### src/edit_unit_regs.svh
// Register offsets, field positions, reset values and operator codes of the edit unit.
// Assumes a 32-bit classic Wishbone slave and a character-addressed memory port.
`ifndef EDIT_UNIT_REGS_SVH
`define EDIT_UNIT_REGS_SVH

// ****************************************************************
// Widths
// ****************************************************************
`define PTR_W           20
`define CHR_W           8

// ****************************************************************
// Register byte offsets
// ****************************************************************
`define OFS_CTRL        8'h00
`define OFS_STATUS      8'h04
`define OFS_SYL         8'h08
`define OFS_TOS         8'h0C
`define OFS_SRC         8'h10
`define OFS_DST         8'h14
`define OFS_TBL         8'h18

// ****************************************************************
// Control and status bits
// ****************************************************************
`define CTRL_START      0
`define CTRL_TABLE      1
`define CTRL_DST8       2
`define CTRL_SIGN       3
`define STAT_BUSY       0
`define STAT_FLOAT      1
`define STAT_PROT       2
`define STAT_BADOP      3
`define RST_WORD        32'h0000_0000

// ****************************************************************
// Micro-operator codes
// ****************************************************************
`define OP_MOVE_WITH_INSERT     8'hD0
`define OP_MOVE_WITH_FLOAT      8'hD1
`define OP_SKIP_FWD_SRC         8'hD2
`define OP_SKIP_REV_SRC         8'hD3
`define OP_RESET_FLOAT          8'hD4
`define OP_END_FLOAT            8'hD5
`define OP_MOVE_NUMERIC         8'hD6
`define OP_MOVE_CHARACTERS      8'hD7
`define OP_INSERT_OVERPUNCH     8'hD8
`define OP_INSERT_DISPLAY_SIGN  8'hD9
`define OP_SKIP_FWD_DST         8'hDA
`define OP_SKIP_REV_DST         8'hDB
`define OP_INSERT_UNCOND        8'hDC
`define OP_INSERT_COND          8'hDD
`define OP_END_EDIT             8'hDE

// ****************************************************************
// Zone codes
// ****************************************************************
`define ZONE_NUM_6      2'b00
`define ZONE_NUM_8      4'hF
`define ZONE_OVP_6      2'b10
`define ZONE_OVP_8      4'hD

`endif

### src/edit_unit_pkg.sv
// Types of the edit unit: sequencer states and the packed state record.
// Assumes edit_unit_regs.svh is on the include path.
`default_nettype none
`include "edit_unit_regs.svh"

package edit_unit_pkg;

   typedef enum logic [3:0] {
      S_IDLE,
      S_FETCH_OP,
      S_FETCH_SYL,
      S_EXEC,
      S_ELEM,
      S_RD_SRC,
      S_RD_DST,
      S_WR,
      S_NEXT
   } seq_t;

   typedef struct packed {
      seq_t                    st;
      logic                    ack;
      logic [31:0]             rdat;
      logic                    busy;
      logic                    table_mode;
      logic                    dst8;
      logic                    sign;
      logic                    flt;
      logic                    prot;
      logic                    bad;
      logic [7:0]              op;
      logic [2:0][7:0]         syl_reg;
      logic [3:0][7:0]         syl;
      logic [2:0]              idx;
      logic [`PTR_W-1:0]       tos;
      logic [`PTR_W-1:0]       cnt;
      logic [`PTR_W-1:0]       src;
      logic [`PTR_W-1:0]       dst;
      logic [`PTR_W-1:0]       tbl;
      logic                    pend;
      logic [`CHR_W-1:0]       pnum;
      logic                    req;
      logic                    we;
      logic [`PTR_W-1:0]       addr;
      logic [`CHR_W-1:0]       wdat;
   } state_t;

endpackage : edit_unit_pkg

`default_nettype wire

### src/char_forms.sv
// Character conversions: numeric form, overpunched form and zero-digit test.
// Assumes a character in the low bits; 6-bit codes use bits 5:0 only.
`default_nettype none
`include "edit_unit_regs.svh"

module char_forms (
   // Character and destination size
   input  wire logic [`CHR_W-1:0] chr_i,
   input  wire logic              dst8_i,
   // Converted forms
   output logic      [`CHR_W-1:0] numeric_o,
   output logic      [`CHR_W-1:0] overpunch_o,
   output logic                   digit_zero_o
);

   always_comb begin
      if (dst8_i) begin
         numeric_o   = {`ZONE_NUM_8, chr_i[3:0]};
         overpunch_o = {`ZONE_OVP_8, chr_i[3:0]};
      end else begin
         numeric_o   = {2'b00, `ZONE_NUM_6, chr_i[3:0]};
         overpunch_o = {2'b00, `ZONE_OVP_6, chr_i[3:0]};
      end
      digit_zero_o = (chr_i[3:0] == 4'h0);
   end

endmodule : char_forms

`default_nettype wire

### src/edit_micro_operator_unit.sv
// Edit micro-operator engine with a classic Wishbone register slave.
// Assumes one character per memory address and a memory port on the same clock.
//
// Decided for this implementation: the placing of the registers and the Wishbone interface to the registers.
`default_nettype none
`include "edit_unit_regs.svh"

// Summary of operation
// - Move characters copies source to destination, count from syllable or stack.
// - Move numeric copies low four bits, zone 00 or 1111 by size.
// - Move with insert: table repeat then insert char; single: stack, next syllable.
// - Float clear and zero digit inserts; else set float, write numeric.
// - Move with float: repeat and three inserts from syllables, or stack repeat.
// - Float clear, zero digit: write first insert character.
// - Float clear, nonzero: set float, sign-chosen insert, then numeric char.
// - Float set: write numeric; decision repeats for whole count.
// - Skips move source or destination pointer forward or back, no data.
// - Skip count from stack when single, from next syllable in table.
// - Reset float clears float flag, no transfer.
// - End float writes sign-chosen character when float clear; else clears float.
// - Insert unconditional writes insert character repeat count times.
// - Insert conditional writes first or second character by float flag.
// - Its two characters follow repeat syllable, or operator syllable singly.
// - Display sign writes second or third syllable character by sign.
// - Overpunch sets destination zone 10 or 1101 when sign is one.
// - End edit terminates table-driven execution.
// - Protected source or destination data aborts with segmented-array flag.
// - Entry singly from registers or by table fetched from memory.
module edit_micro_operator_unit
   import edit_unit_pkg::*;
(
   // Clock and reset
   input  wire logic              clk_i,
   input  wire logic              rst_i,
   // Wishbone slave
   input  wire logic              cyc_i,
   input  wire logic              stb_i,
   input  wire logic              we_i,
   input  wire logic [7:0]        adr_i,
   input  wire logic [3:0]        sel_i,
   input  wire logic [31:0]       dat_i,
   output logic      [31:0]       dat_o,
   output logic                   ack_o,
   // Character memory port
   output logic                   mem_req_o,
   output logic                   mem_we_o,
   output logic      [`PTR_W-1:0] mem_addr_o,
   output logic      [`CHR_W-1:0] mem_wdata_o,
   input  wire logic [`CHR_W-1:0] mem_rdata_i,
   input  wire logic              mem_protect_i,
   input  wire logic              mem_ack_i,
   // Status
   output logic                   busy_o,
   output logic                   seg_array_o
);

   // ****************************************************************
   // Operator decoding
   // ****************************************************************
   function automatic logic has_count(input logic [7:0] op);
      case (op)
         `OP_MOVE_WITH_INSERT, `OP_MOVE_WITH_FLOAT, `OP_SKIP_FWD_SRC,
         `OP_SKIP_REV_SRC, `OP_MOVE_NUMERIC, `OP_MOVE_CHARACTERS,
         `OP_SKIP_FWD_DST, `OP_SKIP_REV_DST, `OP_INSERT_UNCOND,
         `OP_INSERT_COND: has_count = 1'b1;
         default:         has_count = 1'b0;
      endcase
   endfunction : has_count

   function automatic logic [2:0] table_syls(input logic [7:0] op);
      case (op)
         `OP_MOVE_WITH_FLOAT:                        table_syls = 3'd4;
         `OP_INSERT_COND:                            table_syls = 3'd3;
         `OP_MOVE_WITH_INSERT, `OP_INSERT_UNCOND,
         `OP_END_FLOAT, `OP_INSERT_DISPLAY_SIGN:     table_syls = 3'd2;
         `OP_SKIP_FWD_SRC, `OP_SKIP_REV_SRC, `OP_MOVE_NUMERIC,
         `OP_MOVE_CHARACTERS, `OP_SKIP_FWD_DST,
         `OP_SKIP_REV_DST:                           table_syls = 3'd1;
         default:                                    table_syls = 3'd0;
      endcase
   endfunction : table_syls

   // ****************************************************************
   // State and derived values
   // ****************************************************************
   state_t                q;
   state_t                next_q;
   logic   [`CHR_W-1:0]   numeric;
   logic   [`CHR_W-1:0]   overpunch;
   logic                  digit_zero;
   logic                  in_table_count;
   logic   [`PTR_W-1:0]   count_val;
   logic   [7:0]          ins1;
   logic   [7:0]          ins2;
   logic   [7:0]          ins3;
   logic                  bus_wr;

   char_forms forms (
      .chr_i        (mem_rdata_i),
      .dst8_i       (q.dst8),
      .numeric_o    (numeric),
      .overpunch_o  (overpunch),
      .digit_zero_o (digit_zero)
   );

   assign in_table_count = q.table_mode && has_count(q.op);
   assign count_val      = in_table_count ? {12'h000, q.syl[0]} : q.tos;
   assign ins1           = in_table_count ? q.syl[1] : q.syl[0];
   assign ins2           = in_table_count ? q.syl[2] : q.syl[1];
   assign ins3           = in_table_count ? q.syl[3] : q.syl[2];
   assign bus_wr         = cyc_i && stb_i && we_i && q.ack;

   // ****************************************************************
   // Next state
   // ****************************************************************
   always_comb begin
      next_q = q;

      // Bus slave: one-cycle answer, ack dropped the cycle after
      next_q.ack  = cyc_i && stb_i && !q.ack;
      next_q.rdat = 32'h0000_0000;
      case (adr_i)
         `OFS_CTRL:   next_q.rdat = {28'h0, q.sign, q.dst8, q.table_mode, 1'b0};
         `OFS_STATUS: next_q.rdat = {28'h0, q.bad, q.prot, q.flt, q.busy};
         `OFS_SYL:    next_q.rdat = {q.syl_reg, q.op};
         `OFS_TOS:    next_q.rdat = {12'h000, q.tos};
         `OFS_SRC:    next_q.rdat = {12'h000, q.src};
         `OFS_DST:    next_q.rdat = {12'h000, q.dst};
         `OFS_TBL:    next_q.rdat = {12'h000, q.tbl};
         default:     next_q.rdat = 32'h0000_0000;
      endcase

      if (bus_wr && !q.busy) begin
         case (adr_i)
            `OFS_CTRL: begin
               if (sel_i[0]) begin
                  next_q.table_mode = dat_i[`CTRL_TABLE];
                  next_q.dst8       = dat_i[`CTRL_DST8];
                  next_q.sign       = dat_i[`CTRL_SIGN];
                  if (dat_i[`CTRL_START]) begin
                     next_q.busy = 1'b1;
                     next_q.prot = 1'b0;
                     next_q.bad  = 1'b0;
                     if (dat_i[`CTRL_TABLE]) begin
                        next_q.st = S_FETCH_OP;
                     end else begin
                        next_q.st  = S_EXEC;
                        next_q.syl = {8'h00, q.syl_reg};
                     end
                  end
               end
            end
            `OFS_SYL: begin
               if (sel_i[0]) next_q.op         = dat_i[7:0];
               if (sel_i[1]) next_q.syl_reg[0] = dat_i[15:8];
               if (sel_i[2]) next_q.syl_reg[1] = dat_i[23:16];
               if (sel_i[3]) next_q.syl_reg[2] = dat_i[31:24];
            end
            `OFS_TOS: next_q.tos = dat_i[`PTR_W-1:0];
            `OFS_SRC: next_q.src = dat_i[`PTR_W-1:0];
            `OFS_DST: next_q.dst = dat_i[`PTR_W-1:0];
            `OFS_TBL: next_q.tbl = dat_i[`PTR_W-1:0];
            default: begin
            end
         endcase
      end

      // Edit sequencer
      case (q.st)
         S_IDLE: begin
         end
         S_FETCH_OP, S_FETCH_SYL: begin
            if (!q.req) begin
               next_q.req  = 1'b1;
               next_q.we   = 1'b0;
               next_q.addr = q.tbl;
            end else if (mem_ack_i) begin
               next_q.req = 1'b0;
               next_q.tbl = q.tbl + 1'b1;
               if (q.st == S_FETCH_OP) begin
                  next_q.op  = mem_rdata_i;
                  next_q.idx = 3'd0;
                  next_q.st  = (table_syls(mem_rdata_i) == 3'd0) ? S_EXEC : S_FETCH_SYL;
               end else begin
                  next_q.syl[q.idx[1:0]] = mem_rdata_i;
                  next_q.idx             = q.idx + 3'd1;
                  if (q.idx + 3'd1 == table_syls(q.op)) next_q.st = S_EXEC;
               end
            end
         end
         S_EXEC: begin
            next_q.cnt  = count_val;
            next_q.pend = 1'b0;
            next_q.st   = S_NEXT;
            case (q.op)
               `OP_SKIP_FWD_SRC: next_q.src = q.src + count_val;
               `OP_SKIP_REV_SRC: next_q.src = q.src - count_val;
               `OP_SKIP_FWD_DST: next_q.dst = q.dst + count_val;
               `OP_SKIP_REV_DST: next_q.dst = q.dst - count_val;
               `OP_RESET_FLOAT:  next_q.flt = 1'b0;
               `OP_END_FLOAT: begin
                  if (q.flt) begin
                     next_q.flt = 1'b0;
                  end else begin
                     next_q.wdat = q.sign ? q.syl[0] : q.syl[1];
                     next_q.cnt  = {{(`PTR_W-1){1'b0}}, 1'b1};
                     next_q.st   = S_WR;
                  end
               end
               `OP_INSERT_DISPLAY_SIGN: begin
                  next_q.wdat = q.sign ? q.syl[0] : q.syl[1];
                  next_q.cnt  = {{(`PTR_W-1){1'b0}}, 1'b1};
                  next_q.st   = S_WR;
               end
               `OP_INSERT_OVERPUNCH: begin
                  if (q.sign) next_q.st = S_RD_DST;
               end
               `OP_END_EDIT: begin
                  next_q.busy = 1'b0;
                  next_q.st   = S_IDLE;
               end
               `OP_MOVE_CHARACTERS, `OP_MOVE_NUMERIC, `OP_MOVE_WITH_INSERT,
               `OP_MOVE_WITH_FLOAT, `OP_INSERT_UNCOND, `OP_INSERT_COND: begin
                  next_q.st = S_ELEM;
               end
               default: begin
                  next_q.bad  = 1'b1;
                  next_q.busy = 1'b0;
                  next_q.st   = S_IDLE;
               end
            endcase
         end
         S_ELEM: begin
            if (q.cnt == '0) begin
               next_q.st = S_NEXT;
            end else if (q.op == `OP_INSERT_UNCOND) begin
               next_q.wdat = ins1;
               next_q.st   = S_WR;
            end else if (q.op == `OP_INSERT_COND) begin
               next_q.wdat = q.flt ? ins2 : ins1;
               next_q.st   = S_WR;
            end else begin
               next_q.st = S_RD_SRC;
            end
         end
         S_RD_SRC: begin
            if (!q.req) begin
               next_q.req  = 1'b1;
               next_q.we   = 1'b0;
               next_q.addr = q.src;
            end else if (mem_ack_i) begin
               next_q.req = 1'b0;
               next_q.src = q.src + 1'b1;
               next_q.st  = S_WR;
               case (q.op)
                  `OP_MOVE_CHARACTERS: next_q.wdat = mem_rdata_i;
                  `OP_MOVE_NUMERIC:    next_q.wdat = numeric;
                  `OP_MOVE_WITH_INSERT: begin
                     if (!q.flt && digit_zero) begin
                        next_q.wdat = ins1;
                     end else begin
                        next_q.flt  = 1'b1;
                        next_q.wdat = numeric;
                     end
                  end
                  default: begin
                     if (!q.flt && digit_zero) begin
                        next_q.wdat = ins1;
                     end else if (!q.flt) begin
                        next_q.flt  = 1'b1;
                        next_q.wdat = q.sign ? ins2 : ins3;
                        next_q.pend = 1'b1;
                        next_q.pnum = numeric;
                     end else begin
                        next_q.wdat = numeric;
                     end
                  end
               endcase
               if (mem_protect_i) begin
                  next_q.prot = 1'b1;
                  next_q.busy = 1'b0;
                  next_q.st   = S_IDLE;
               end
            end
         end
         S_RD_DST: begin
            if (!q.req) begin
               next_q.req  = 1'b1;
               next_q.we   = 1'b0;
               next_q.addr = q.dst;
            end else if (mem_ack_i) begin
               next_q.req  = 1'b0;
               next_q.wdat = overpunch;
               next_q.cnt  = {{(`PTR_W-1){1'b0}}, 1'b1};
               next_q.st   = S_WR;
               if (mem_protect_i) begin
                  next_q.prot = 1'b1;
                  next_q.busy = 1'b0;
                  next_q.st   = S_IDLE;
               end
            end
         end
         S_WR: begin
            if (!q.req) begin
               next_q.req  = 1'b1;
               next_q.we   = 1'b1;
               next_q.addr = q.dst;
            end else if (mem_ack_i) begin
               next_q.req = 1'b0;
               next_q.we  = 1'b0;
               next_q.dst = q.dst + 1'b1;
               if (q.pend) begin
                  next_q.pend = 1'b0;
                  next_q.wdat = q.pnum;
               end else if (q.cnt <= {{(`PTR_W-1){1'b0}}, 1'b1}) begin
                  next_q.cnt = '0;
                  next_q.st  = S_NEXT;
               end else begin
                  next_q.cnt = q.cnt - 1'b1;
                  next_q.st  = S_ELEM;
               end
               if (mem_protect_i) begin
                  next_q.prot = 1'b1;
                  next_q.busy = 1'b0;
                  next_q.st   = S_IDLE;
               end
            end
         end
         S_NEXT: begin
            if (q.table_mode) begin
               next_q.st = S_FETCH_OP;
            end else begin
               next_q.busy = 1'b0;
               next_q.st   = S_IDLE;
            end
         end
         default: begin
            next_q.st = S_IDLE;
         end
      endcase
   end

   // ****************************************************************
   // State register and outputs
   // ****************************************************************
   always_ff @(posedge clk_i) begin
      if (rst_i) begin
         q    <= '0;
         q.st <= S_IDLE;
      end else begin
         q <= next_q;
      end
   end

   assign dat_o       = q.rdat;
   assign ack_o       = q.ack;
   assign mem_req_o   = q.req;
   assign mem_we_o    = q.we;
   assign mem_addr_o  = q.addr;
   assign mem_wdata_o = q.wdat;
   assign busy_o      = q.busy;
   assign seg_array_o = q.prot;

endmodule : edit_micro_operator_unit

`default_nettype wire

### config.mk
export PLATFORM = sky130hd
export DESIGN_NAME = edit_micro_operator_unit
export DESIGN_NICKNAME = d
export VERILOG_FILES = /design/src/edit_unit_pkg.sv /design/src/char_forms.sv /design/src/edit_micro_operator_unit.sv
export VERILOG_INCLUDE_DIRS = /design/src /design/src/src
export SDC_FILE = /design/constraint.sdc
export NUM_CORES = 1
export LEC_CHECK = 0
export BUFFER_PORTS_ARGS = -buffer_cell sky130_fd_sc_hd__buf_2
export CAP_MARGIN = 20
export CORE_UTILIZATION = 45
export DETAILED_ROUTE_END_ITERATION = 7
export PLACE_DENSITY = 0.7
export SYNTH_ARGS = -nofsm -noshare
export SYNTH_HDL_FRONTEND = slang
export SYNTH_SLANG_ARGS = --single-unit
### constraint.sdc
create_clock -name clk_i -period 8.01 [get_ports clk_i]
set_input_delay 2.403 -clock clk_i [delete_from_list [all_inputs] [get_ports clk_i]]
set_output_delay 2.403 -clock clk_i [all_outputs]
set_load 0.02 [all_outputs]
==> results by group, run 1 <==
Power and ir drop
  – Gate power share: 3.1%
  – Ratio of total power to cell area: 147 nW/µm²
  – Internal power contribution: 2.11 mW
  – Sequential Power Share: between 40% and 50%
  – Lkg Pwr: 6.68 nW
  – Clk network pwr share: 52.2%
  – Switch share: between 20% and 30%
  – Power dissipated by switching net loads: 0.643 mW
  – Largest vdd supply drop: 0.000152 V

Timing
  – Pins over their slew limit: 0
  – Timing-limited maximum frequency: 169 MHz
  – Final worst path period need: 5.93 ns
  – Final cycle utilization of the critical path: 74.1%
  – Relative slew slack: 28.6%
  – Worst Max-Slew Pin Slew: 1.07 ns
  – Total negative setup slack: 0 ns
  – Final worst hold slack: 0.452 ns
  – Worst setup skew after layout: 0.0224 ns
  – Final hold violation count: 0
  – Finish-stage setup viols: 0
  – RSZ-0062 raised after global routing: false

Cells and area
  – Fraction of final layout cells sized beyond drive strength 1: ~11%
  – Post-route standard cell area excluding fillers: 18600 µm²
  – Utilization of the core after routing: about half
  – # nets final: 2406
  – Post-route non-filler standard cell count: 2830
  – Number of filler cells placed in the layout: 3703
  – Area growth from synthesis to layout: 7.91%
  – Most frequent standard cell in the layout excluding fill and tap cells: sky130_fd_sc_hd__nand2_1
  – Commonest cells after routing, fill and taps aside: sky130_fd_sc_hd__nand2_1 (362), sky130_fd_sc_hd__dfxtp_1 (246), sky130_fd_sc_hd__nor2_1 (232)

Clocking
  – Number of post-CTS setup repair buffers: 0
  – Clock tree from TritonCTS: yes
  – Clock buffers created by TritonCTS: 29
  – Number of instances resized during post-cts repair: 0
  – Maximum clock insertion buffer count: 3
  – Clock root buffer: sky130_fd_sc_hd__clkbuf_16
  – Maximum level of the CTS H-tree: 1
  – Clock-pin slew reported for the worst setup and hold paths after clock tree synthesis: 0.07 ns
  – Clock net sink count: 247
  – Clock latency at the later pin of the worst-skew pair: 0.58 ns
  – Number of buffers added to fix hold violations after cts: 0

Yosys
  – Sequential-to-total area share from yosys stat: approximately 29%
  – Gate Count Post-Synth: roughly 2400
  – #FFs+latches synth: 247
  – Cell taking the most area after synthesis: sky130_fd_sc_hd__dfxtp_1
  – Synthesized cell area: 17300 µm²
  – Post-synth top flop: sky130_fd_sc_hd__dfxtp_1
  – Post-Syn Nets: 2465
  – Async set-reset flop share out of synthesis: 0%
  – Post-synthesis cell type count: 83
  – Warnings from Yosys: 0
  – Area share of the largest cell type after synthesis: between 20% and 30%
  – Synthesized area divided by synthesized cell count: 7.33 µm²
  – Leading post-synthesis cells by cell area: sky130_fd_sc_hd__dfxtp_1 (29%), sky130_fd_sc_hd__nand2_1 (7.9%), sky130_fd_sc_hd__a21oi_1 (5.5%), sky130_fd_sc_hd__nor2_1 (5.1%), sky130_fd_sc_hd__o21ai_0 (4.0%)
  – Number of synthesized flops with an enable pin: 0

Status
  – Failing checks: design-rule violations
  – Outcome: finished with violations

Placed design
  – Final RePlAce weighted congestion: 0.998
  – Placement-stage cell area: approximately 18000 µm²
  – Post-Place Cells: 2777
  – Estimated wirelength of the detail-placed design: 48300 µm
  – IO Port Bufs: between 100 and 150

Critical path
  – Data arrival time at the worst-slack endpoint: 6.44 ns
  – Type of destination of the critical path: flop
  – Element type at the critical path start: flop
  – Data required time at the worst endpoint: 8.51 ns
  – Maximum fanout along the worst path: 42
  – Worst Setup Path Type: flop to flop

Floorplan
  – Overall die height: 198 µm
  – DIE AREA: 39200 µm²
  – Number of standard-cell rows in the floorplan: 71
  – Chip Width: between 150 and 200 µm
  – Initial Utilization: 45.7%
  – Core footprint: 37800 µm²
  – Top-level I/O count: 124

Global route
  – Via count of the first global-routing pass: 16400
  – Largest net degree at the start of global routing: 163
  – Global-route wire length before repair: just under 100000 µm
  – Initial antenna violation count: 2
  – Overall track demand over capacity in global routing: between 30% and 40%
  – Total global routing overflow: 0

Drt
  – Initial drt markers: 2210
  – Count of TritonRoute iterations in the first routing pass: 8
  – Post-detailed-route count of antenna-violating nets: 0
  – Wire length per cell: 23.1 µm
  – Vias: 18400
  – Detailed-route vias per instance: 6.49
  – DRC errors left: 2
  – Final WL: 65300 µm

Hold path
  – Hold crit path type: flop to flop

Job
  – Count of maximum capacitance violations: 0
==> sequential cells by signal (all words and copies together), names as in the netlist <==
register and cells:
q 182, dat_o 32, mem_addr_o 20, mem_wdata_o 8, ack_o 1, busy_o 1
mem_req_o 1, mem_we_o 1, seg_array_o 1
==> final timing paths <==
| check | startpoint | endpoint | slack [ns] | cells after the start |
|---|---|---|---|---|
| max | q[199]$_SDFF_PP0_ | q[97]$_SDFF_PP0_ | 2.08 | 17 |
| max reg2reg | q[199]$_SDFF_PP0_ | q[97]$_SDFF_PP0_ | 2.08 | 17 |
| min | mem_wdata_o[4]$_SDFFE_PP0P_ | mem_wdata_o[4]$_SDFFE_PP0P_ | 0.45 | 2 |
| min reg2reg | mem_wdata_o[4]$_SDFFE_PP0P_ | mem_wdata_o[4]$_SDFFE_PP0P_ | 0.45 | 2 |
==> Yosys cell counts (41+ instances only) <==
master	number
sky130_fd_sc_hd__o21ai_0	137
sky130_fd_sc_hd__nand2_1	362
sky130_fd_sc_hd__a211oi_1	61
sky130_fd_sc_hd__and2_1	41
sky130_fd_sc_hd__mux2i_1	61
sky130_fd_sc_hd__a31oi_1	45
sky130_fd_sc_hd__nand3_1	84
sky130_fd_sc_hd__buf_4	61
sky130_fd_sc_hd__ha_1	48
sky130_fd_sc_hd__nor2_1	233
sky130_fd_sc_hd__nor3_1	60
sky130_fd_sc_hd__dfxtp_1	247
sky130_fd_sc_hd__a21oi_1	191
sky130_fd_sc_hd__clkbuf_1	147
==> stage by stage <==
step | total power [mW] | worst slack, ns
finish | 2.75 | 2.08
global route | 2.81 | 1.69
CTS | 2.76 | 2.22
detailed placement | 1.34 | 2.24
global placement | 1.34 | 2.44
floorplan | 1.29 | 3.31
==> power groups by stage <==
stage	combinational [mW]	clock [mW]	sequential, mW
after floorplan	0.0317	0	1.26
after global placement	0.0833	0	1.26
after detailed placement	0.0834	0	1.26
after CTS	0.0834	1.45	1.23
after global routing	0.0877	1.49	1.23
final	0.0855	1.43	1.23
==> routing by layer <==
layer | vias up | share of wire [%] | GRT usage (%)
li1 | 8449 | - | -
met1 | 8725 | 42 | 44.0
met2 | 1013 | 44 | 51.3
met3 | 168 | 8.8 | 4.16
met4 | 0 | 5.3 | 17.5
met5 | - | 0 | 0
==> cell families after synthesis <==
| kind of cell | synth area share [%] |
|---|---|
| simple gates | 25.9 |
| xor+xnor | 3.04 |
| mux | 5.43 |
| flops | 28.6 |
| fa+ha+maj | 3.71 |
| buf+inv | 7.07 |
| compound gates | 26.2 |
==> final cells by class <==
cell class              instances  area, µm²  area share, %
repair buffers                146        807           4.33
diodes                          2       5.00         0.0269
clock buffers                  34        744           4.00
clock inverters                17        254           1.36
multi-input cells            1850      11200           59.8
inverters                      23       86.3          0.463
well taps                     511        639           3.43
flip-flops and latches        247       4950           26.5
==> critical path, cell delays in order (launching register included) <==
cell                        delay [ns]
sky130_fd_sc_hd__dfxtp_1          0.74
sky130_fd_sc_hd__xnor2_1          0.26
sky130_fd_sc_hd__a2111oi_4        0.39
sky130_fd_sc_hd__buf_4            0.52
sky130_fd_sc_hd__mux2i_1          0.37
sky130_fd_sc_hd__ha_1             0.32
sky130_fd_sc_hd__nand4_1          0.52
sky130_fd_sc_hd__o21ai_0          0.36
sky130_fd_sc_hd__a22oi_1          0.12
sky130_fd_sc_hd__nor2_1           0.16
sky130_fd_sc_hd__a21oi_1          0.06
sky130_fd_sc_hd__ha_1             0.37
sky130_fd_sc_hd__and2_1           0.19
sky130_fd_sc_hd__o21ai_0          0.30
sky130_fd_sc_hd__nand4_1          0.18
sky130_fd_sc_hd__a2111oi_0        0.59
sky130_fd_sc_hd__o2111ai_1        0.23
sky130_fd_sc_hd__o211ai_1         0.14
(Power assumes the default switching activity.)
==> inputs of run 2 (changes only) <==
Settings changed: PLACE_DENSITY 0.7 to 0.73.
Clock period 8.01 ns to 4.8 ns, I/O delays scaled along.
==> run 2 against run 1 <==
Compared with the run above: the run still ends with design-rule violations left; total power grew 71%; sequential share of layout area shrank 0.64 points; sequential power grew 67%; design area grew 2.5%; count of clock-buffer cells in the layout grew 6; global-route usage grew 0.49 points.
==> results by group, run 2 (same netlist as run 1, synthesis figures left out) <==
Cells and area
  – Number of filler cells placed in the layout: 3724 (+0.57%)
  – Utilization of the core after routing: 50.6% (+1.2 points)
  – Most frequent standard cell in the layout excluding fill and tap cells: sky130_fd_sc_hd__nand2_1
  – Area growth from synthesis to layout: 10.6%
  – Fraction of final layout cells sized beyond drive strength 1: 13.0% (+2.1 points)
  – Commonest cells after routing, fill and taps aside: sky130_fd_sc_hd__nand2_1 (362), sky130_fd_sc_hd__dfxtp_1 (246), sky130_fd_sc_hd__nor2_1 (232)
  – Max reg flops: 182 (unchanged)
  – Register with the most flip-flops: q
  – Post-route standard cell area excluding fillers: 19100 µm² (+2.5%)
  – Antenna cells: 0 (-2)
  – # nets final: 2455 (+2.0%)

Drt
  – Count of TritonRoute iterations in the first routing pass: 8 (unchanged)
  – Met3 WL: 6020 µm (+4.6%)
  – Vias: 18700 (+1.9%)
  – Initial drt markers: 2357 (+6.7%)
  – Routed length on met1: 27200 µm (-0.10%)
  – DRC errors left: 4 (+2)
  – Met2 routed WL: 28500 µm (-1.4%)
  – Post-detailed-route count of antenna-violating nets: 0 (unchanged)
  – Max layer used: met4
  – Detailed-route vias per instance: 6.49 (about the same)
  – Wire length per cell: 23.0 µm (-0.43%)
  – Final WL: 66200 µm (+1.4%)

Floorplan
  – DIE AREA: 39200 µm² (unchanged)
  – Core footprint: 37800 µm² (unchanged)
  – Overall die height: 198 µm (unchanged)
  – Chip Width: 198 µm (unchanged)
  – Number of standard-cell rows in the floorplan: 71 (unchanged)
  – Initial Utilization: 45.7% (unchanged)
  – Top-level I/O count: 124 (unchanged)

Placed design
  – Placement-stage cell area: 18000 µm² (+2.0%)
  – Estimated wirelength of the detail-placed design: 48900 µm (+1.2%)
  – IO Port Bufs: 123 (unchanged)
  – Worst-case setup slack after placement: -0.0606 ns (-2.30 ns)
  – Final RePlAce weighted congestion: 1.01 (+0.89%)

Status
  – Outcome: finished with violations
  – Failing checks: design-rule violations

Clocking
  – Clock tree from TritonCTS: yes
  – Clock net sink count: 247 (unchanged)
  – Clock-pin slew reported for the worst setup and hold paths after clock tree synthesis: 0.06 ns (about the same)
  – Maximum clock insertion buffer count: 3 (unchanged)
  – Clock root buffer: sky130_fd_sc_hd__clkbuf_16
  – Number of buffers added to fix hold violations after cts: 0 (unchanged)
  – Clock latency at the later pin of the worst-skew pair: 0.58 ns (about the same)
  – Maximum level of the CTS H-tree: 1 (unchanged)
  – Clock buffers created by TritonCTS: 30 (+3.4%)

Critical path
  – Worst R2R Setup Slack: 0.34 ns (-1.73 ns)
  – Data required time at the worst endpoint: 5.30 ns (-3.21 ns)
  – Maximum fanout along the worst path: 29 (-31%)
  – Type of destination of the critical path: flop
  – Element type at the critical path start: flop
  – Worst Setup Path Type: flop to flop
  – Data arrival time at the worst-slack endpoint: 4.96 ns (-1.48 ns)

Timing
  – Setup ws final: 0.341 ns (-1.73 ns)
  – Worst Max-Slew Pin Slew: 1.16 ns (+0.0908 ns)
  – Final cycle utilization of the critical path: 92.9% (+19 points)
  – Worst setup skew after layout: 0.0208 ns (-0.00157 ns)
  – Pins over their slew limit: 0 (unchanged)
  – Final hold violation count: 0 (unchanged)
  – Relative slew slack: 22.5% (-6.1 points)
  – Timing-limited maximum frequency: 224 MHz (+33%)
  – Finish-stage setup viols: 0 (unchanged)
  – RSZ-0062 raised after global routing: false
  – Final worst path period need: 4.46 ns (-1.48 ns)

Hold path
  – Hold crit path type: flop to flop

Global route
  – Total global routing overflow: 0 (unchanged)
  – Initial antenna violation count: 0 (-2)
  – Overall track demand over capacity in global routing: 33.3% (+0.49 points)
  – Via count of the first global-routing pass: 17100 (+4.2%)
  – Largest net degree at the start of global routing: 140 (-14%)
  – Global-route wire length before repair: 101000 µm (+1.8%)

Power and ir drop
  – Lkg Pwr: 6.95 nW (+4.1%)
  – Ratio of total power to cell area: 247 nW/µm² (+67%)
  – Total power consumption of the routed design: 4.71 mW (+71%)
  – Largest vdd supply drop: 0.000195 V (+28%)

Job
  – Count of maximum capacitance violations: 0 (unchanged)
==> run 2: cell count changes in the layout (fill, tap and decap cells not counted), sizes merged <==
cell	delta
buf	+48
bufinv	-1
clkinv	-3
clkinvlp	+3
diode	-2
clkbuf	+6
==> run 2: worst max-delay path, stage by stage (launching register included) <==
cell	delay (ns)
sky130_fd_sc_hd__dfxtp_1	0.33
sky130_fd_sc_hd__nand4b_2	0.24
sky130_fd_sc_hd__buf_4	0.21
sky130_fd_sc_hd__a2111o_2	0.51
sky130_fd_sc_hd__buf_4	0.27
sky130_fd_sc_hd__nor3_1	0.16
sky130_fd_sc_hd__a21oi_1	0.06
sky130_fd_sc_hd__nor2b_1	0.16
sky130_fd_sc_hd__nor2_1	0.07
sky130_fd_sc_hd__xor2_1	0.17
sky130_fd_sc_hd__ha_1	0.33
sky130_fd_sc_hd__o21a_1	0.19
sky130_fd_sc_hd__o31a_1	0.11
sky130_fd_sc_hd__o21ai_0	0.40
sky130_fd_sc_hd__a21o_1	0.23
sky130_fd_sc_hd__nand4_1	0.13
sky130_fd_sc_hd__a2111oi_1	0.47
sky130_fd_sc_hd__o2111ai_1	0.20
sky130_fd_sc_hd__o211ai_1	0.13
==> run 2: metrics by stage <==
| step | cells | setup TNS [ns] | hold slack, ns |
|---|---|---|---|
| after floorplan | 2356 | 0 | 0.437 |
| after global placement | 2824 | 0 | 0.433 |
| after detailed placement | 2824 | -0.0606 | 0.436 |
| after CTS | 2880 | 0 | 0.444 |
| after global routing | 2881 | 0 | 0.474 |
| final | 2881 | 0 | 0.441 |
==> run 2: worst paths after layout <==
| kind | endpoint | startpoint | cells after the start |
|---|---|---|---|
| worst min register to register | ack_o$_SDFF_PP0_ | ack_o$_SDFF_PP0_ | 1 |
| worst min-delay path | ack_o$_SDFF_PP0_ | ack_o$_SDFF_PP0_ | 1 |
| worst max register to register | q[97]$_SDFF_PP0_ | q[203]$_SDFF_PP0_ | 18 |
| worst max-delay path | q[97]$_SDFF_PP0_ | q[203]$_SDFF_PP0_ | 18 |
==> run 2: where the power goes <==
| group | internal [mW] | switching (mW) |
|---|---|---|
| sequential | 2.05 | 0.000302 |
| combinational | 0.0334 | 0.108 |
| clock | 1.53 | 0.990 |
| total | 3.61 | 1.10 |
==> run 2: metal layers <==
metal / GRT usage, % / up-vias
met4: 22.0 / 0
met2: 50.1 / 1044
met3: 4.75 / 224
li1: - / 8549
met5: 0 / -
met1: 44.3 / 8883
==> run 2: final cells by class <==
cell class / count / area (µm²) / share of cell area, %
multi-input combinational: 1850 / 11200 / 58.4
timing repair buffer: 194 / 1170 / 6.13
tap: 511 / 639 / 3.35
sequential: 247 / 4950 / 25.9
clock inverter: 16 / 231 / 1.21
clock buffer: 40 / 860 / 4.50
inverter: 23 / 86.3 / 0.452
==> run 2: what timing repair did <==
item,in CTS,in global routing
pin swaps,0,1
gates resized for setup,1,7
setup endpoints to repair,1,7
setup buffers,0,1
